--- src/io_space_pkg.sv ---
// Package for the lower I/O register space decoder: ops, carriers, addresses and bit masks.
// Assumes one system clock, with the core and the peripheral logic on that clock.
package io_space_pkg;

   // ----------------------------------------------------------------------
   // Address map
   // ----------------------------------------------------------------------
   localparam int          BANK_WORDS = 33;
   localparam logic [7:0]  IO_LAST    = 8'h3f;
   localparam logic [7:0]  BIT_LAST   = 8'h1f;
   localparam logic [7:0]  DS_OFFSET  = 8'h20;
   localparam logic [7:0]  BANK_LAST  = 8'h20;
   localparam logic [7:0]  RESET_VAL  = 8'h00;

   localparam logic [5:0]  ADDR_DIGITAL_INPUT_DISABLE = 6'h01;
   localparam logic [5:0]  ADDR_BAUD_DIVISOR_HIGH     = 6'h02;
   localparam logic [5:0]  ADDR_SERIAL_FRAME_FORMAT   = 6'h03;
   localparam logic [5:0]  ADDR_COMPARATOR_CTRL_STAT  = 6'h08;
   localparam logic [5:0]  ADDR_BAUD_DIVISOR_LOW      = 6'h09;
   localparam logic [5:0]  ADDR_SERIAL_CONTROL_B      = 6'h0a;
   localparam logic [5:0]  ADDR_SERIAL_STATUS_A       = 6'h0b;
   localparam logic [5:0]  ADDR_SERIAL_DATA_BUFFER    = 6'h0c;
   localparam logic [5:0]  ADDR_UNIV_SERIAL_CONTROL   = 6'h0d;
   localparam logic [5:0]  ADDR_UNIV_SERIAL_STATUS    = 6'h0e;
   localparam logic [5:0]  ADDR_UNIV_SERIAL_SHIFT     = 6'h0f;
   localparam logic [5:0]  ADDR_PORT_D_INPUT          = 6'h10;
   localparam logic [5:0]  ADDR_PORT_D_DIRECTION      = 6'h11;
   localparam logic [5:0]  ADDR_PORT_D_OUTPUT         = 6'h12;
   localparam logic [5:0]  ADDR_SCRATCH_REG_ZERO      = 6'h13;
   localparam logic [5:0]  ADDR_SCRATCH_REG_ONE       = 6'h14;
   localparam logic [5:0]  ADDR_SCRATCH_REG_TWO       = 6'h15;
   localparam logic [5:0]  ADDR_PORT_B_INPUT          = 6'h16;
   localparam logic [5:0]  ADDR_PORT_B_DIRECTION      = 6'h17;
   localparam logic [5:0]  ADDR_PORT_B_OUTPUT         = 6'h18;
   localparam logic [5:0]  ADDR_PORT_A_INPUT          = 6'h19;
   localparam logic [5:0]  ADDR_PORT_A_DIRECTION      = 6'h1a;
   localparam logic [5:0]  ADDR_PORT_A_OUTPUT         = 6'h1b;
   localparam logic [5:0]  ADDR_NVM_CONTROL           = 6'h1c;
   localparam logic [5:0]  ADDR_NVM_DATA              = 6'h1d;
   localparam logic [5:0]  ADDR_NVM_ADDRESS           = 6'h1e;
   localparam logic [5:0]  ADDR_PIN_CHANGE_MASK       = 6'h20;

   // ----------------------------------------------------------------------
   // Bit masks, indexed by I/O address
   // ----------------------------------------------------------------------
   // Implemented bits; everything else is reserved and reads zero.
   localparam logic [7:0] IMPL_MASK [0:BANK_WORDS-1] = '{
      8'h00, 8'h03, 8'h0f, 8'h7f, 8'h00, 8'h00, 8'h00, 8'h00,
      8'hff, 8'hff, 8'hff, 8'hff, 8'hff, 8'hff, 8'hff, 8'hff,
      8'h7f, 8'h7f, 8'h7f, 8'hff, 8'hff, 8'hff, 8'hff, 8'hff,
      8'hff, 8'h07, 8'h07, 8'h07, 8'h3f, 8'hff, 8'h7f, 8'h00,
      8'hff};
   // Status flags cleared by writing a one.
   localparam logic [7:0] W1C_MASK [0:BANK_WORDS-1] = '{
      8'h00, 8'h00, 8'h00, 8'h00, 8'h00, 8'h00, 8'h00, 8'h00,
      8'h10, 8'h00, 8'h00, 8'h40, 8'h00, 8'h00, 8'he0, 8'h00,
      8'h00, 8'h00, 8'h00, 8'h00, 8'h00, 8'h00, 8'h00, 8'h00,
      8'h00, 8'h00, 8'h00, 8'h00, 8'h00, 8'h00, 8'h00, 8'h00,
      8'h00};
   // Bits whose value is a live level from outside, never stored.
   localparam logic [7:0] HW_MASK [0:BANK_WORDS-1] = '{
      8'h00, 8'h00, 8'h00, 8'h00, 8'h00, 8'h00, 8'h00, 8'h00,
      8'h20, 8'h00, 8'h00, 8'hbc, 8'h00, 8'h00, 8'h10, 8'h00,
      8'h7f, 8'h00, 8'h00, 8'h00, 8'h00, 8'h00, 8'hff, 8'h00,
      8'h00, 8'h07, 8'h00, 8'h00, 8'h00, 8'h00, 8'h00, 8'h00,
      8'h00};

   // ----------------------------------------------------------------------
   // Operations and carriers
   // ----------------------------------------------------------------------
   typedef enum logic [2:0] {
      IO_READ_OP              = 3'b000,
      IO_WRITE_OP             = 3'b001,
      SET_IO_BIT_OP           = 3'b010,
      CLEAR_IO_BIT_OP         = 3'b011,
      SKIP_IF_IO_BIT_SET_OP   = 3'b100,
      SKIP_IF_IO_BIT_CLEAR_OP = 3'b101,
      DATA_SPACE_LOAD_OP      = 3'b110,
      DATA_SPACE_STORE_OP     = 3'b111
   } core_op_t;

   typedef struct packed {
      logic       valid;
      core_op_t   op;
      logic [7:0] addr;
      logic [2:0] bitsel;
      logic [7:0] wdata;
   } core_req_t;

   typedef struct packed {
      logic       comp_out;
      logic       rx_complete;
      logic       data_empty;
      logic       frame_err;
      logic       overrun;
      logic       parity_err;
      logic       usi_collision;
   } status_lvl_t;

   typedef struct packed {
      logic       comp_int;
      logic       tx_complete;
      logic       usi_start;
      logic       usi_overflow;
      logic       usi_stop;
   } flag_evt_t;

endpackage

--- src/io_register_space_decoder.sv ---
// Lower 33 addresses (0x00 to 0x20) of the I/O register space: decode, storage and bit access for the core.
// Assumes the core, the peripheral logic and the flag events share CLOCK; pins are async.
//
// Notes on behaviour
// - Bit set and clear work on addresses 0x00 to 0x1F only.
// - In that range a single bit can be tested for skip-if-set or skip-if-clear.
// - Certain flags clear on writing one; writing zero leaves them.
// - A bit operation changes only its addressed bit, no other flags.
// - Direct reads and writes decode addresses 0x00 through 0x3F.
// - Data-space loads and stores reach each register at its I/O address plus 0x20.
`timescale 1ns/1ps
module io_register_space_decoder
   import io_space_pkg::*;
#(
   parameter int NWORDS = BANK_WORDS
) (
   // Clock and reset
   input  wire logic                CLOCK,
   input  wire logic                RST,
   // Core request and answer
   input  wire core_req_t           CORE_REQ,
   output logic [7:0]               CORE_RDATA,
   output logic                     CORE_SKIP,
   output logic                     CORE_DONE,
   output logic                     CORE_REFUSED,
   // Port pins, asynchronous
   input  wire logic [2:0]          PIN_A,
   input  wire logic [7:0]          PIN_B,
   input  wire logic [6:0]          PIN_D,
   // Peripheral status levels and flag events
   input  wire status_lvl_t         STATUS_LVL,
   input  wire flag_evt_t           FLAG_EVT,
   // Register image and write strobes toward the peripherals
   output logic [NWORDS*8-1:0]      REG_IMAGE,
   output logic [NWORDS-1:0]        WRITE_STROBE
);

   // ----------------------------------------------------------------------
   // Pin synchronisers
   // ----------------------------------------------------------------------
   logic [17:0] pin_meta_r;
   logic [17:0] pin_sync_r;

   always_ff @(posedge CLOCK) begin
      pin_meta_r <= {PIN_D, PIN_B, PIN_A};
      pin_sync_r <= pin_meta_r;
   end

   wire logic [2:0] pin_a_s;
   wire logic [7:0] pin_b_s;
   wire logic [6:0] pin_d_s;

   assign pin_a_s = pin_sync_r[2:0];
   assign pin_b_s = pin_sync_r[10:3];
   assign pin_d_s = pin_sync_r[17:11];

   // ----------------------------------------------------------------------
   // Live levels and flag events, per address
   // ----------------------------------------------------------------------
   function automatic logic [7:0] hw_value(input logic [5:0] a,
                                           input logic [2:0] pa,
                                           input logic [7:0] pb,
                                           input logic [6:0] pd,
                                           input status_lvl_t s);
      logic [7:0] v;
      v = 8'h00;
      if (a == ADDR_PORT_A_INPUT) begin
         v = {5'h00, pa};
      end else if (a == ADDR_PORT_B_INPUT) begin
         v = pb;
      end else if (a == ADDR_PORT_D_INPUT) begin
         v = {1'b0, pd};
      end else if (a == ADDR_COMPARATOR_CTRL_STAT) begin
         v = {2'b00, s.comp_out, 5'h00};
      end else if (a == ADDR_SERIAL_STATUS_A) begin
         v = {s.rx_complete, 1'b0, s.data_empty, s.frame_err, s.overrun, s.parity_err, 2'b00};
      end else if (a == ADDR_UNIV_SERIAL_STATUS) begin
         v = {3'b000, s.usi_collision, 4'h0};
      end
      return v;
   endfunction

   function automatic logic [7:0] flag_value(input logic [5:0] a, input flag_evt_t e);
      logic [7:0] v;
      v = 8'h00;
      if (a == ADDR_COMPARATOR_CTRL_STAT) begin
         v = {3'b000, e.comp_int, 4'h0};
      end else if (a == ADDR_SERIAL_STATUS_A) begin
         v = {1'b0, e.tx_complete, 6'h00};
      end else if (a == ADDR_UNIV_SERIAL_STATUS) begin
         v = {e.usi_start, e.usi_overflow, e.usi_stop, 5'h00};
      end
      return v;
   endfunction

   // ----------------------------------------------------------------------
   // Request decode
   // ----------------------------------------------------------------------
   wire logic       is_ds;
   wire logic       is_bit;
   wire logic       is_test;
   wire logic       is_write;
   wire logic       is_set;
   wire logic       is_clear;
   wire logic [7:0] io_addr;
   wire logic       addr_ok;
   wire logic       taken;
   wire logic       in_bank;
   wire logic [5:0] word;

   assign is_ds    = (CORE_REQ.op == DATA_SPACE_LOAD_OP) ||
                     (CORE_REQ.op == DATA_SPACE_STORE_OP);
   assign is_set   = (CORE_REQ.op == SET_IO_BIT_OP);
   assign is_clear = (CORE_REQ.op == CLEAR_IO_BIT_OP);
   assign is_test  = (CORE_REQ.op == SKIP_IF_IO_BIT_SET_OP) ||
                     (CORE_REQ.op == SKIP_IF_IO_BIT_CLEAR_OP);
   assign is_bit   = is_set || is_clear || is_test;
   assign is_write = (CORE_REQ.op == IO_WRITE_OP) || (CORE_REQ.op == DATA_SPACE_STORE_OP);
   // Data space sits one offset above the direct I/O view.
   assign io_addr  = is_ds ? (CORE_REQ.addr - DS_OFFSET) : CORE_REQ.addr;
   // Direct access spans the whole I/O space, bit access only its low part.
   assign addr_ok  = is_ds  ? ((CORE_REQ.addr >= DS_OFFSET) && (io_addr <= IO_LAST)) :
                     is_bit ? (CORE_REQ.addr <= BIT_LAST) :
                              (CORE_REQ.addr <= IO_LAST);
   assign taken    = CORE_REQ.valid && addr_ok;
   assign in_bank  = io_addr <= BANK_LAST;
   assign word     = io_addr[5:0];

   // ----------------------------------------------------------------------
   // Register storage
   // ----------------------------------------------------------------------
   logic [7:0] store_r [0:NWORDS-1];
   logic [7:0] read_val [0:NWORDS-1];
   logic [NWORDS-1:0] strobe_r;

   genvar g;
   generate
      for (g = 0; g < NWORDS; g++) begin : gen_word
         wire logic       hit;
         wire logic [7:0] store_mask;
         wire logic [7:0] hw_mask;
         wire logic [7:0] word_nxt;

         assign hit        = taken && in_bank && (word == 6'(g));
         // Reserved bits are never stored and so never change.
         assign store_mask = IMPL_MASK[g] & ~HW_MASK[g];
         assign hw_mask    = IMPL_MASK[g] & HW_MASK[g];

         io_bit_update u_update (
            .old_val    (store_r[g]),
            .store_mask (store_mask),
            .w1c_mask   (W1C_MASK[g]),
            .flag_set   (flag_value(6'(g), FLAG_EVT)),
            .do_write   (hit && is_write),
            .do_set     (hit && is_set),
            .do_clear   (hit && is_clear),
            .wdata      (CORE_REQ.wdata),
            .bitsel     (CORE_REQ.bitsel),
            .new_val    (word_nxt)
         );

         // Reserved bits read as zero.
         assign read_val[g] = (store_r[g] & store_mask) |
                              (hw_value(6'(g), pin_a_s, pin_b_s, pin_d_s, STATUS_LVL) & hw_mask);

         always_ff @(posedge CLOCK) begin
            if (RST) begin
               store_r[g]  <= RESET_VAL;
               strobe_r[g] <= 1'b0;
            end else begin
               store_r[g]  <= word_nxt;
               strobe_r[g] <= hit && (is_write || is_set || is_clear);
            end
         end

         assign REG_IMAGE[g*8 +: 8] = store_r[g];
      end
   endgenerate

   assign WRITE_STROBE = strobe_r;

   // ----------------------------------------------------------------------
   // Answer to the core
   // ----------------------------------------------------------------------
   // Upper I/O addresses belong to other banks; here they read zero.
   wire logic [7:0] rd_word;
   wire logic       test_bit;
   wire logic       skip_nxt;

   assign rd_word  = in_bank ? read_val[word] : 8'h00;
   // A single bit is tested without handing back the register.
   assign test_bit = rd_word[CORE_REQ.bitsel];
   assign skip_nxt = is_test && ((CORE_REQ.op == SKIP_IF_IO_BIT_SET_OP) ? test_bit : !test_bit);

   logic [7:0] rdata_r;
   logic       skip_r;
   logic       done_r;
   logic       refused_r;

   always_ff @(posedge CLOCK) begin
      if (RST) begin
         rdata_r   <= RESET_VAL;
         skip_r    <= 1'b0;
         done_r    <= 1'b0;
         refused_r <= 1'b0;
      end else begin
         rdata_r   <= (taken && !is_bit && !is_write) ? rd_word : RESET_VAL;
         skip_r    <= taken && skip_nxt;
         done_r    <= taken;
         // Bit access above the low range is refused and changes nothing.
         refused_r <= CORE_REQ.valid && !addr_ok;
      end
   end

   assign CORE_RDATA   = rdata_r;
   assign CORE_SKIP    = skip_r;
   assign CORE_DONE    = done_r;
   assign CORE_REFUSED = refused_r;

endmodule

--- src/io_bit_update.sv ---
// Next value of one register of the bank for a full write, a bit set or a bit clear.
// Assumes the caller asserts at most one of the three operation inputs in a cycle.
`timescale 1ns/1ps
module io_bit_update (
   // Current state and masks
   input  wire logic [7:0] old_val,
   input  wire logic [7:0] store_mask,
   input  wire logic [7:0] w1c_mask,
   input  wire logic [7:0] flag_set,
   // Operation
   input  wire logic       do_write,
   input  wire logic       do_set,
   input  wire logic       do_clear,
   input  wire logic [7:0] wdata,
   input  wire logic [2:0] bitsel,
   // Result
   output logic [7:0]      new_val
);
   wire logic [7:0] onehot;
   wire logic [7:0] plain;
   wire logic [7:0] plain_nxt;
   wire logic [7:0] clr;

   assign onehot    = 8'h01 << bitsel;
   assign plain     = store_mask & ~w1c_mask;
   // A bit operation touches only the addressed position.
   assign plain_nxt = do_write ? wdata :
                      do_set   ? (old_val | onehot) :
                      do_clear ? (old_val & ~onehot) : old_val;
   // A one clears a flag and a zero leaves it.
   assign clr       = do_write ? (wdata & w1c_mask) :
                      do_set   ? (onehot & w1c_mask) : 8'h00;
   // A flag raised in the clearing cycle survives the clear.
   assign new_val   = (plain_nxt & plain) | (((old_val & ~clr) | flag_set) & w1c_mask);
endmodule

--- config.mk ---
export PLATFORM = sky130hd
export DESIGN_NAME = io_register_space_decoder
export DESIGN_NICKNAME = d
export VERILOG_FILES = /design/src/io_space_pkg.sv /design/src/io_register_space_decoder.sv /design/src/io_bit_update.sv
export SDC_FILE = /design/constraint.sdc
export NUM_CORES = 1
export LEC_CHECK = 0
export BUFFER_PORTS_ARGS = -buffer_cell sky130_fd_sc_hd__buf_2
export CAP_MARGIN = 20
export CORE_MARGIN = 4
export CORE_UTILIZATION = 55
export DETAILED_ROUTE_END_ITERATION = 16
export GPL_TIMING_DRIVEN = 1
export PLACE_DENSITY = 0.85
export SETUP_SLACK_MARGIN = 0.3
export SYNTH_ARGS = -nofsm -noshare
export SYNTH_HDL_FRONTEND = slang
export SYNTH_SLANG_ARGS = --single-unit
--- constraint.sdc ---
create_clock -name CLOCK -period 7.17 [get_ports CLOCK]
set_input_delay 0 -clock CLOCK [delete_from_list [all_inputs] [get_ports CLOCK]]
set_output_delay 0 -clock CLOCK [all_outputs]
set_load 0.05 [all_outputs]
After elaboration in Yosys (flattened, before gate mapping)
Memories as Yosys holds them, arrays and structs flattened.
Cells that the tools add are included.
{"block": "totals", "memories": 1, "word_cells": 470, "out_inout_bits": 308, "register_bits": 80, "in_bits": 55, "ramBits": 264}
{"memory": "store_r", "words": 33, "width": 8, "rd": 33, "rd_ports_with_merged_regs": 0, "wr": 33, "line_no": "io_register_space_decoder.sv:132", "source": "logic [7:0] store_r [0:NWORDS-1];"}
{"block": "classes", "n_bitwise": 99, "eq_ne": 39, "n_reduce_logical": 159, "magnitude_cmp": 7, "n_shift": 1, "add_sub_neg": 1, "mux": 124}
{"operator": "8-bit 2-to-1 mux", "n": 78}
{"operator": "1-bit logical AND", "n": 146}
{"operator": "8-bit AND", "n": 14}
{"operator": "8-bit bitwise OR", "n": 14}
{"operator": "7-bit 2-to-1 mux", "n": 14}
{"operator": "6-bit by 5-bit equality test with 1-bit output, second input constant", "n": 16}
{"operator": "8-bit binary-select mux with 6-bit select", "n": 1}
{"operator": "6-bit by 4-bit equality test with 1-bit output, second input constant", "n": 8}
{"operator": "7-bit AND", "n": 5}
{"operator": "7-bit bitwise OR", "n": 5}
{"operator": "1-bit bitwise OR", "n": 33}
{"operator": "6-bit by 3-bit equality test with 1-bit output, second input constant", "n": 4}
{"operator": "8-bit by 6-bit <= comparator with 1-bit output, second input constant", "n": 3}
{"operator": "4-bit 2-to-1 mux", "n": 6}
{"operator": "3-bit 2-to-1 mux", "n": 6}
{"operator": "6-bit 2-to-1 mux", "n": 3}
{"operator": "8-bit inverter", "n": 2}
{"operator": "8-bit by 5-bit bitwise OR with 8-bit output", "n": 2}
{"operator": "3-bit equality test, second input constant", "n": 4}
{"operator": "6-bit by 2-bit equality test with 1-bit output, second input constant", "n": 2}
{"operator": "2-bit 2-to-1 mux", "n": 6}
{"operator": "5-bit 2-to-1 mux", "n": 2}
{"operator": "4-bit AND", "n": 2}
{"operator": "8-bit by 6-bit >= comparator with 1-bit output, second input constant", "n": 1}
{"operator": "32 further kinds", "n": 53}

Logic depth before layout (Yosys ltp)
Gate-level depths: netlist of the first run.
{"block": "logic_depth", "depth_word": 17, "ltp_mapped": 14}

Cells and area by module
Synthesis of the first run repeated with hierarchy kept, for this count alone.
{"block": "unflattened", "hier_cells": 3670, "hier_area_um2": 29473.3}
{"mod": "io_bit_update", "seq_area_each_um2": 0.0, "cells_each": 79, "area_per_inst_um2": 546.8, "n_inst": 33}
{"mod": "io_register_space_decoder", "seq_area_each_um2": 6886.6, "cells_each": 1063, "area_per_inst_um2": 11429.7, "n_inst": 1}

Least setup slack after synthesis of the first run
OpenSTA, ideal clock, no wires.
{"block": "synth_path", "path_kind": "register -> register", "startpoint": "reg (tool-made name)", "endpoint": "reg skip_r, in the netlist CORE_SKIP", "setup_ns": 0.118, "path_slack_ns": 4.567, "t_arrival_ns": 2.486, "required_time_ns": 7.052, "path_stages_with_launch": 9, "period_less_slack_ns": 2.603, "path_buffers": 0, "cell_sequence": "dfxtp_1 mux4_2 nor2_1 a311oi_1 o311ai_0 a221o_1 a2111oi_1 a21oi_1 o2111a_1"}
{"element": "to (signal assigned)", "line_no": "io_register_space_decoder.sv:208", "source": "skip_r <= taken && skip_nxt;"}
{"element": "to (decl)", "line_no": "io_register_space_decoder.sv:196", "source": "logic skip_r;"}

Worst setup path after layout of the first run
{"block": "layout_path", "startpoint": "in CORE_REQ[12] (netlist name)", "endpoint": "reg skip_r, in the netlist CORE_SKIP"}
{"block": "layout_via", "elab_chain_cells": 13, "word_cells_on_any_way": 22, "cone_classes": "1 x add/sub; 5 x order compare; 10 x mux; 1 x bitwise; 5 x reduce/logical"}
{"element": "from (decl)", "line_no": "io_register_space_decoder.sv:21", "source": "input wire core_req_t CORE_REQ,"}
{"element": "8-bit by 6-bit subtractor with 8-bit output", "line_no": "io_register_space_decoder.sv:120", "source": "assign io_addr = is_ds ? (CORE_REQ.addr - DS_OFFSET) : CORE_REQ.addr;"}
{"element": "8-bit 2-to-1 mux", "line_no": "io_register_space_decoder.sv:120"}
{"element": "6-bit inverter with 7-bit output (implied by the code)", "line_no": "io_register_space_decoder.sv:190", "source": "assign rd_word = in_bank ? read_val[word] : 8'h00;"}
{"element": "8-bit binary-select mux with 6-bit select", "line_no": "io_register_space_decoder.sv:190"}
{"element": "8-bit 2-to-1 mux (implied by the code) (2 in series)", "line_no": "io_register_space_decoder.sv:190"}
{"element": "8-bit 2-to-1 mux", "line_no": "io_register_space_decoder.sv:190"}
{"element": "1-bit binary-select mux with 3-bit select", "line_no": "io_register_space_decoder.sv:192", "source": "assign test_bit = rd_word[CORE_REQ.bitsel];"}
{"element": "1-bit 2-to-1 mux (implied by the code)", "line_no": "io_register_space_decoder.sv:192"}
{"element": "1-bit zero test", "line_no": "io_register_space_decoder.sv:193", "source": "assign skip_nxt = is_test && ((CORE_REQ.op == SKIP_IF_IO_BIT_SET_OP) ? test_bit : !test_bit);"}
{"element": "1-bit 2-to-1 mux", "line_no": "io_register_space_decoder.sv:193"}
{"element": "1-bit logical AND", "line_no": "io_register_space_decoder.sv:193"}
{"element": "1-bit logical AND *", "line_no": "io_register_space_decoder.sv:208"}
Mark *: on every way between the ends. The rest lies on a longest branch, timed or not. The select of a mux whose other input is x is not followed.
A chain may end at the register's enable or synchronous reset.

==> results of run 1 <==
kinds of logic (layout without fill, tap and decap cells):
| kind of cell | Yosys count | after routing |
|---|---|---|
| AO/OA/AOI/OAI | 336 | 336 |
| other | 1 | 105 |
| multiplexers | 91 | 91 |
| AND/OR/NAND/NOR | 366 | 366 |
| XOR/XNOR | 2 | 2 |
| adder cells (fa/ha/maj) | 2 | 2 |
| flip-flops | 239 | 239 |
| buffers and inverters | 232 | 382 |
worst paths after layout:
path                 start       endpoint  slack, ps  depth (start not counted)
min reg2reg  pin_meta_r[5]  pin_sync_r[5]        330                          0
max reg2reg           flop      CORE_SKIP       4250                          7
min            CORE_REQ[9]  store_r[8][3]        100                          4
max           CORE_REQ[12]      CORE_SKIP       3110                         10
placed cells by master (no fill, tap or decap), types with 27 or more instances in the layout:
cell | netlist | layout
a21oi_1 | 130 | 130
dlygate4sd3_1 | 0 | 42
nand2_1 | 96 | 96
a311oi_1 | 81 | 81
dfxtp_1 | 239 | 239
nand3_1 | 27 | 27
mux2i_1 | 57 | 57
nor2_1 | 133 | 133
conb_1 | 1 | 105
buf_2 | 25 | 255
area by class of cell:
| cell class | instances | share of cell area, % |
|---|---|---|
| multi-input combinational | 902 | 42.14 |
| sequential | 239 | 34.73 |
| timing repair buffer | 319 | 13.81 |
| clock buffer | 31 | 4.995 |
| tap | 270 | 2.452 |
| clock inverter | 15 | 1.408 |
| inverter | 17 | 0.4632 |
worst register-to-register path, stage by stage, from the launching register on:
cell and delay (ps):
dfxtp_1 370, mux4_2 260, nor3_1 50, o41ai_1 970, o2bb2ai_1 170, a2111oi_1 570, a21oi_1 160, o2111a_1 270
routing by layer:
metal / track usage [%] / share of wire, % / vias up
li1: - / - / 4918
met1: 43.15 / 36 / 5362
met2: 51.76 / 45 / 981
met3: 9.245 / 14 / 156
met4: 17.14 / 5.6 / 0
met5: 0 / 0 / -
where the power goes:
group          internal (mW)  total, mW  switching, mW
logic                 0.0924      0.424          0.331
clock network          0.829       1.39          0.563
registers               1.34       1.35        0.00510
what timing repair did:
item / in CTS / in global routing
setup buffers: 0 / 0
hold buffers: 42 / 0
hold endpoints to repair: 56 / 0
stage by stage:
| step | hold WS [ps] | util, % | cell area (um^2) | power [mW] | setup WS [ps] |
|---|---|---|---|---|---|
| final | 96.51 | 67.43 | 13780 | 3.162 | 3112 |
| after global routing | 98.39 | 67.43 | 13780 | 3.239 | 3074 |
| after global placement | 101.8 | 60.75 | 12410 | 1.754 | 3335 |
| after floorplan | 27.72 | - | 11950 | 1.718 | 4567 |
| after detailed placement | 104.0 | 60.75 | 12410 | 1.757 | 3296 |
| after CTS | 46.95 | 67.12 | 13710 | 3.136 | 3327 |
==> summary.md, run 1 <==
| Metric | Value |
|---|---|
| Fmax | `246.4 MHz` |
| Initial DRC count | `1618` |
| Average cell area after synthesis | `9.106 um^2` |
| Congestion Overflow GR | `0` |
| DR WL/cell | `23.53 um` |
| Hold/Removal Path Class | `primary input to flop` |
| CP most frequent cell | `buf_4` |
| Clock sink count | `239` |
| Crit path DAT | `4480 ps` |
| Row count | `52` |
| CP Buf/Inv Count | `3` |
| DP HPWL | `29310 um` |
| Register area share after synthesis | `41.40%` |
| GRT Total Usage | `33.50%` |
| Cells after Synth | `1269` |
| Reg area | `4785 um^2` |
| Boundary pin count | `363` |
| Final Max Tran Viols | `0` |
| PwrDens | `229.6 nW/um^2` |
| Top-count cell post-synth | `dfxtp_1` |
| DR vias/cell | `6.368` |
| # fillers | `1630` |
| Final period util | `56.60%` |
| Core Box Area | `20430 um^2` |
| Asr flop ratio synth | `0%` |
| Crit Path Max Fanout | `57` |
| Synth cell count leaders | `239 x dfxtp_1, 133 x nor2_1, 130 x a21oi_1` |
| Worst path max stage delay | `990 ps` |
| Inserted Diodes | `0` |
| Die area | `23390 um^2` |
| Top_reg_cell synth | `dfxtp_1` |
| Req. time, crit path | `7590 ps` |
| CP delay by family, top | `compound AO/OA/AOI/OAI gates` |
| Clock period minus worst slack | `4058 ps` |
| Synthesis Warnings | `0` |
| Fin Setup TNS | `0 ps` |
| Pin count of the biggest net entering global routing | `78` |
| Post-synth top area cell | `dfxtp_1` |
| Compound-gate portion of the synthesized area | `20.04%` |
| Multiplexer share of the synthesized area | `10.39%` |
| Antenna violations before repair | `0` |
| Synth top area cells | `dfxtp_1 41%, buf_4 7.7%, a311oi_1 6.1%` |
| Final-report hold violation count | `0` |
| Worst vdd ir | `195.0 uV` |
| Post-CTS sizing | `0` |
| Final setup vio count | `0` |
| Root buf cell | `clkbuf_16` |
| Unique cell type count in the Yosys netlist | `70` |
| Slew headroom | `19.93%` |
| Max clock buf depth | `3` |
| Final nets | `1561` |
| Post-Syn Area | `11560 um^2` |
| Yosys reg bits | `239` |
| Crit-path slowest cell | `o41ai_1` |
| Worst Max-Slew Pin Slew | `1199 ps` |
| Status | `complete, no violations` |
| I/O Buffers | `257` |
| Max-cap violations | `0` |
| DRC | `0` |
| Area of the multi-input gates | `5806 um^2` |
| Area delta synth->final | `19.21%` |
| DIE WIDTH | `153.0 um` |
| Num CTS Buffers | `25` |
| Share of cells above drive strength 1 | `25.67%` |
| Leak | `6.052 nW` |
| Die extent in y | `153.0 um` |
| Worst-path cell chain | `dlygate4sd3_1 -> buf_4 -> buf_4 -> nor2b_1 -> a221oi_1 -> o41ai_1 -> o2bb2ai_1 -> a2111oi_1 -> a21oi_1 -> o2111a_1` |
| CTS tree | `built` |
| Reg clk slew, reported paths | `60 ps` |
| Htree depth | `1` |
| Skew-Pair Late Insertion Delay | `530 ps` |
| Worst setup path class | `primary input to flop` |
| Vias in the first global route | `10460` |
| First-pass GRT wire length | `62670 um` |
| Combinational family with the most area after synthesis | `compound AO/OA/AOI/OAI gates` |
| Setup crit end kind | `flop` |
| Top cell type's share of synthesized area | `41.40%` |
| Post-Layout Cell Count | `1793` |
| Gp weighted congestion | `0.9712` |
| Starting Density | `56.57%` |
| Post-Synth Adder-Cell Area | `0.2165%` |
| Pre-antenna DRT Iters | `6` |
| Total number of vias | `11420` |
| Placed insts | `1702` |
| Post-route ant nets | `0` |
| Clock skew | `7.874 ps` |
| Startpoint types | `primary input` |
| RSZ-0062 raised after global routing | `no` |
| Post-Synth Simple-Gate Area | `16.02%` |
| Post-Synth XOR/XNOR Area | `0.1516%` |
| EDFF count, synth | `0` |
| Routed wire length | `42180 um` |
No activity file was read; power rests on OpenSTA's default activity.
==> run 2, diff against run 1 <==
--- a/config.mk
+++ b/config.mk
@@ -8,10 +8,10 @@
 export BUFFER_PORTS_ARGS = -buffer_cell sky130_fd_sc_hd__buf_2
 export CAP_MARGIN = 20
 export CORE_MARGIN = 4
-export CORE_UTILIZATION = 55
+export CORE_UTILIZATION = 52
 export DETAILED_ROUTE_END_ITERATION = 16
 export GPL_TIMING_DRIVEN = 1
-export PLACE_DENSITY = 0.85
+export PLACE_DENSITY = 0.81
 export SETUP_SLACK_MARGIN = 0.3
 export SYNTH_ARGS = -nofsm -noshare
 export SYNTH_HDL_FRONTEND = slang
==> constraint.sdc (replaced) <==
create_clock -name CLOCK -period 3.92 [get_ports CLOCK]
set_input_delay 0 -clock CLOCK [delete_from_list [all_inputs] [get_ports CLOCK]]
set_output_delay 0 -clock CLOCK [all_outputs]
set_load 0.05 [all_outputs]
==> summary.md, run 2 (synthesis gave the netlist of run 1 again) <==
| Metric | Value |
|---|---|
| Status | `complete, no violations` |
| Worst Max-Slew Pin Slew | `1183 ps` |
| CTS tree | `built` |
| Worst vdd ir | `392.9 uV` |
| Max-cap violations | `0` |
| Area of the multi-input gates | `5811 um^2` |
| Reg area | `4785 um^2` |
| GRT Total Usage | `33.10%` |
| Fin Setup TNS | `0 ps` |
| Final Max Tran Viols | `0` |
| Leak | `6.163 nW` |
| Clock period minus worst slack | `3412 ps` |
| Root buf cell | `clkbuf_16` |
| DP HPWL | `31070 um` |
| Fmax | `293.1 MHz` |
| Slew headroom | `21.12%` |
| Post-CTS Hold Fix Bufs | `43` |
| Share of cells above drive strength 1 | `26.36%` |
| Initial DRC count | `1633` |
| Area delta synth->final | `20.52%` |
| Final-report hold violation count | `0` |
| Final Core Density | `63.82%` |
| Inserted Diodes | `0` |
| # fillers | `1818` |
| Hold/Removal Path Class | `primary input to flop` |
| Skew-Pair Late Insertion Delay | `540 ps` |
| Die area | `24670 um^2` |
| DIE WIDTH | `157.1 um` |
| Clock skew | `24.10 ps` |
| PwrDens | `409.9 nW/um^2` |
| Most frequent cells in the layout | `255 x buf_2, 239 x dfxtp_1, 133 x nor2_1` |
| DRC | `0` |
| Congestion Overflow GR | `0` |
| Req. time, crit path | `4330 ps` |
| Gp weighted congestion | `0.9716` |
| Die extent in y | `157.1 um` |
| Pre-antenna DRT Iters | `6` |
| Max clock buf depth | `3` |
| DR vias/cell | `6.223` |
| Clock sink count | `239` |
| Crit path DAT | `3820 ps` |
| Starting Density | `52.95%` |
| Fin area | `13930 um^2` |
| Post-CTS Setup Inserts | `0` |
| First-pass GRT wire length | `63560 um` |
| RSZ-0062 raised after global routing | `no` |
| Final nets | `1587` |
| Most common cell after layout, fill and taps aside | `buf_2` |
| Pin count of the biggest net entering global routing | `66` |
| Area of placed instances | `12620 um^2` |
| Boundary pin count | `363` |
| Crit Path Max Fanout | `13` |
| DR WL/cell | `23.73 um` |
| I/O Buffers | `257` |
| Post-route ant nets | `0` |
| Vias in the first global route | `10410` |
| Core Box Area | `21820 um^2` |
| Antenna violations before repair | `0` |
| Final period util | `87.05%` |
| Htree depth | `1` |
| Setup crit end kind | `flop` |
| Row count | `54` |
| Routed wire length | `43380 um` |
| Reg clk slew, reported paths | `60 ps` |
| Worst setup path class | `primary input to flop` |
| Total number of vias | `11380` |
| Post-CTS sizing | `0` |
| Num CTS Buffers | `26` |
| Final setup vio count | `0` |
| Startpoint types | `primary input` |
==> run 2: cell count changes in the layout (fill, tap and decap cells not counted), sizes merged <==
cell,previous run,this run
inv,15,13
buf,277,301
dlygate4sd3,42,43
clkinvlp,3,1
clkinv,10,6
bufinv,4,2
clkbuf,31,41
==> run 2: final timing paths <==
kind,slack (ps),depth (start not counted),to,start
setup / recovery,510,14,flop,CORE_REQ[17]
hold reg to reg,320,0,pin_sync_r[5],pin_meta_r[5]
hold / removal,40,3,CORE_DONE,CORE_REQ[18]
setup reg to reg,1010,8,CORE_SKIP,flop
==> run 2: area by class of cell <==
| type | count | area share, % |
|---|---|---|
| Multi-Input combinational cell | 902 | 41.72 |
| Timing Repair Buffer | 344 | 14.88 |
| Tap cell | 280 | 2.515 |
| Clock inverter | 5 | 0.5570 |
| Sequential cell | 239 | 34.35 |
| Clock buffer | 41 | 5.516 |
| Inverter | 17 | 0.4582 |
==> run 2: power breakdown <==
| part | leakage, nW | total [mW] | switching, mW | internal (mW) |
|---|---|---|---|---|
| registers | 1.94 | 2.46 | 0.00933 | 2.45 |
| clock network | 0.410 | 2.46 | 0.994 | 1.47 |
| logic | 3.81 | 0.784 | 0.613 | 0.171 |
==> run 2: per-stage QoR <==
stage / hold WS [ps] / setup slack (ps) / instances / power (mW)
CTS: 0.4615 / 583.6 / 1827 / 5.682
global placement: 101.8 / 447.2 / 1738 / 3.230
detailed placement: 103.6 / 497.2 / 1738 / 3.235
finish: 35.05 / 507.7 / 1828 / 5.708
floorplan: 27.72 / 1317 / 1373 / 3.143
global route: 43.92 / 367.7 / 1828 / 5.852
==> run 2: metal layers <==
metal / track usage, % / share of wire (%)
met2: 53.54 / 46
met5: 0 / 0
met3: 8.578 / 14
met1: 43.90 / 37
met4: 9.996 / 3.7
==> run 2: critical path, cell delays in order <==
cell and delay [ps]:
dlygate4sd3_1 540, buf_2 160, inv_1 70, ha_1 190, xnor2_1 190, a31oi_1 260, buf_4 250, nor3_4 200
o211ai_1 120, buf_4 230, or4_1 700, mux2i_1 250, nor2_1 60, dlygate4sd3_1 580
==> run 3, diff against run 2 <==
--- a/config.mk
+++ b/config.mk
@@ -8,10 +8,11 @@
 export BUFFER_PORTS_ARGS = -buffer_cell sky130_fd_sc_hd__buf_2
 export CAP_MARGIN = 20
 export CORE_MARGIN = 4
-export CORE_UTILIZATION = 52
+export CORE_UTILIZATION = 29
+export CTS_BUF_LIST = sky130_fd_sc_hd__clkbuf_2 sky130_fd_sc_hd__clkbuf_4 sky130_fd_sc_hd__clkbuf_8
 export DETAILED_ROUTE_END_ITERATION = 16
 export GPL_TIMING_DRIVEN = 1
-export PLACE_DENSITY = 0.81
+export PLACE_DENSITY = 0.5
 export SETUP_SLACK_MARGIN = 0.3
 export SYNTH_ARGS = -nofsm -noshare
 export SYNTH_HDL_FRONTEND = slang
==> summary.md, run 3 (synthesis gave the netlist of run 1 again) <==
| Metric | Value |
|---|---|
| Status | `complete, no violations` |
| Pre-CTS WS | `453.8 ps` |
| Cells on worst reg2reg path | `8` |
| Num CTS Buffers | `44` |
| Congestion Overflow GR | `0` |
| Gp weighted congestion | `0.9257` |
| Clock skew | `22.09 ps` |
| Reg area | `4785 um^2` |
| Comb power frac | `13.7%` |
| GRT Total Usage | `22.27%` |
| Final-report hold violation count | `0` |
| DP HPWL | `37460 um` |
| Crit Path Max Fanout | `13` |
| Post-Layout Cell Count | `2116` |
| Startpoint types | `primary input` |
| Area delta synth->final | `25.40%` |
| Root buf cell | `clkbuf_8` |
| Hold/Removal Path Class | `primary input to flop` |
| PwrDens | `406.2 nW/um^2` |
| Clock sink count | `239` |
| Reg clk slew, reported paths | `60 ps` |
| CTS tree | `built` |
| DIE WIDTH | `207.6 um` |
| Clk pwr share | `44.4%` |
| Most common cell after layout, fill and taps aside | `buf_2` |
| I/O Buffers | `257` |
| Die area | `43110 um^2` |
| Post-CTS Setup Inserts | `0` |
| Int Power | `4.139 mW` |
| First-pass GRT wire length | `73710 um` |
| RSZ-0062 raised after global routing | `no` |
| CP startpoint | `CORE_REQ[13]` |
| Worst Hold Margin | `35.60 ps` |
| Crit path DAT | `3990 ps` |
| Area of the multi-input gates | `5806 um^2` |
| Pre-antenna DRT Iters | `5` |
| Setup crit end kind | `flop` |
| Seq pwr share | `41.9%` |
| Initial DRC count | `1092` |
| Net Switching | `1.747 mW` |
| Total number of vias | `11130` |
| DR vias/cell | `5.259` |
| Routed wire length | `50670 um` |
| Die extent in y | `207.6 um` |
| Req. time, crit path | `4450 ps` |
| Fin Setup TNS | `0 ps` |
| Htree depth | `2` |
| Final WS setup | `459.5 ps` |
| Antenna violations before repair | `1` |
| Post-route ant nets | `0` |
| Max-cap violations | `0` |
| Pin count of the biggest net entering global routing | `97` |
| Final nets | `1628` |
| Final period util | `88.28%` |
| Boundary pin count | `363` |
| Worst r2r src | `store_r[8][0]` |
| Hold depth | `2` |
| Fin area | `14490 um^2` |
| Clock period minus worst slack | `3461 ps` |
| Placed insts | `1993` |
| Worst vdd ir | `249.0 uV` |
| Area of placed instances | `13040 um^2` |
| Slew headroom | `26.82%` |
| Starting Density | `29.63%` |
| Leak | `6.345 nW` |
| Share of cells above drive strength 1 | `28.85%` |
| Core Box Area | `39010 um^2` |
| Max clock buf depth | `3` |
| Worst Max-Slew Pin Slew | `1098 ps` |
| RR Endpoint | `CORE_SKIP` |
| Min-delay src | `PIN_B[1]` |
| DRC | `0` |
| Worst setup path class | `primary input to flop` |
| Skew-Pair Late Insertion Delay | `600 ps` |
| Most frequent cells in the layout | `255 x buf_2, 239 x dfxtp_1, 133 x nor2_1` |
| Final Max Tran Viols | `0` |
| Reg-to-reg slack, setup | `1010 ps` |
| Row count | `72` |
| # fillers | `4093` |
| Vias in the first global route | `10710` |
| Inserted Diodes | `0` |
| DR WL/cell | `23.95 um` |
| Final setup vio count | `0` |
| Switching Share | `29.68%` |
| Fmax | `289.0 MHz` |
| Hold Crit Endpoint | `pin_meta_r[4]` |
## run 3: cell types whose count changed in the layout (fill, tap and decap cells not counted)
cell / change
clkbuf_8: +48
clkbuf_16: -27
buf_4: +17
clkbuf_4: +11
clkbuf_1: -10
dlygate4sd3_1: +6
clkinv_2: +3
a22oi_1: +1
a22oi_2: -1
bufinv_16: +1
inv_6: +1
## run 3: per-stage QoR
| step | power (mW) | utilization, % |
|---|---|---|
| final | 5.886 | 37.15 |
| after global routing | 6.089 | 37.15 |
| after CTS | 5.921 | 37.08 |
| after detailed placement | 3.261 | 33.44 |
| after global placement | 3.258 | 33.44 |
| after floorplan | 3.143 | - |
## run 3: power by group through the flow
stage | Combinational [mW] | Sequential [mW] | Clock [mW]
3_5_place_dp | 0.743 | 2.52 | 0
3_3_place_gp | 0.741 | 2.52 | 0
6_report | 0.806 | 2.46 | 2.62
4_1_cts | 0.782 | 2.46 | 2.67
2_1_floorplan | 0.610 | 2.53 | 0
5_1_grt | 0.843 | 2.46 | 2.78
## run 3: layout make-up
| class | count | share of cell area, % |
|---|---|---|
| clock inverters | 10 | 0.9066 |
| well taps | 518 | 4.472 |
| inverters | 17 | 0.4403 |
| multi-input cells | 902 | 40.06 |
| clock buffers | 63 | 5.509 |
| repair buffers | 367 | 15.59 |
| flip-flops and latches | 239 | 33.02 |
## run 3: worst max-delay path by stage
stage | endpoint | slack [ps] | cells past startpoint
3_5_place_dp | CORE_SKIP | 450 | 11
4_1_cts | store_r[8][7] | 630 | 12
5_1_grt | store_r[8][7] | 410 | 12
2_1_floorplan | CORE_SKIP | 1320 | 8
3_3_place_gp | CORE_SKIP | 710 | 11
6_report | store_r[8][7] | 460 | 12
## run 3: layer usage
metal  wire (um)  GRT usage (%)  part of all wire (%)
met2       23030          35.53                    45
met3        4952          5.667                   9.8
met5           0              0                     0
met1       21330          30.22                    42
met4        1359          5.934                   2.7
## run 3: worst max-delay path, stage by stage
cell	delay (ps)
dlygate4sd3_1	580
buf_2	240
or4_4	600
o311a_1	350
nor3_4	240
o211ai_1	130
buf_4	230
nor2_1	250
nand4_1	390
a21oi_1	280
o22a_1	140
dlygate4sd3_1	540
## run 3: repair_timing
action / in CTS / in global routing
gates resized for setup: 0 / 0
hold endpoints to repair: 47 / 0
hold buffers: 49 / 0
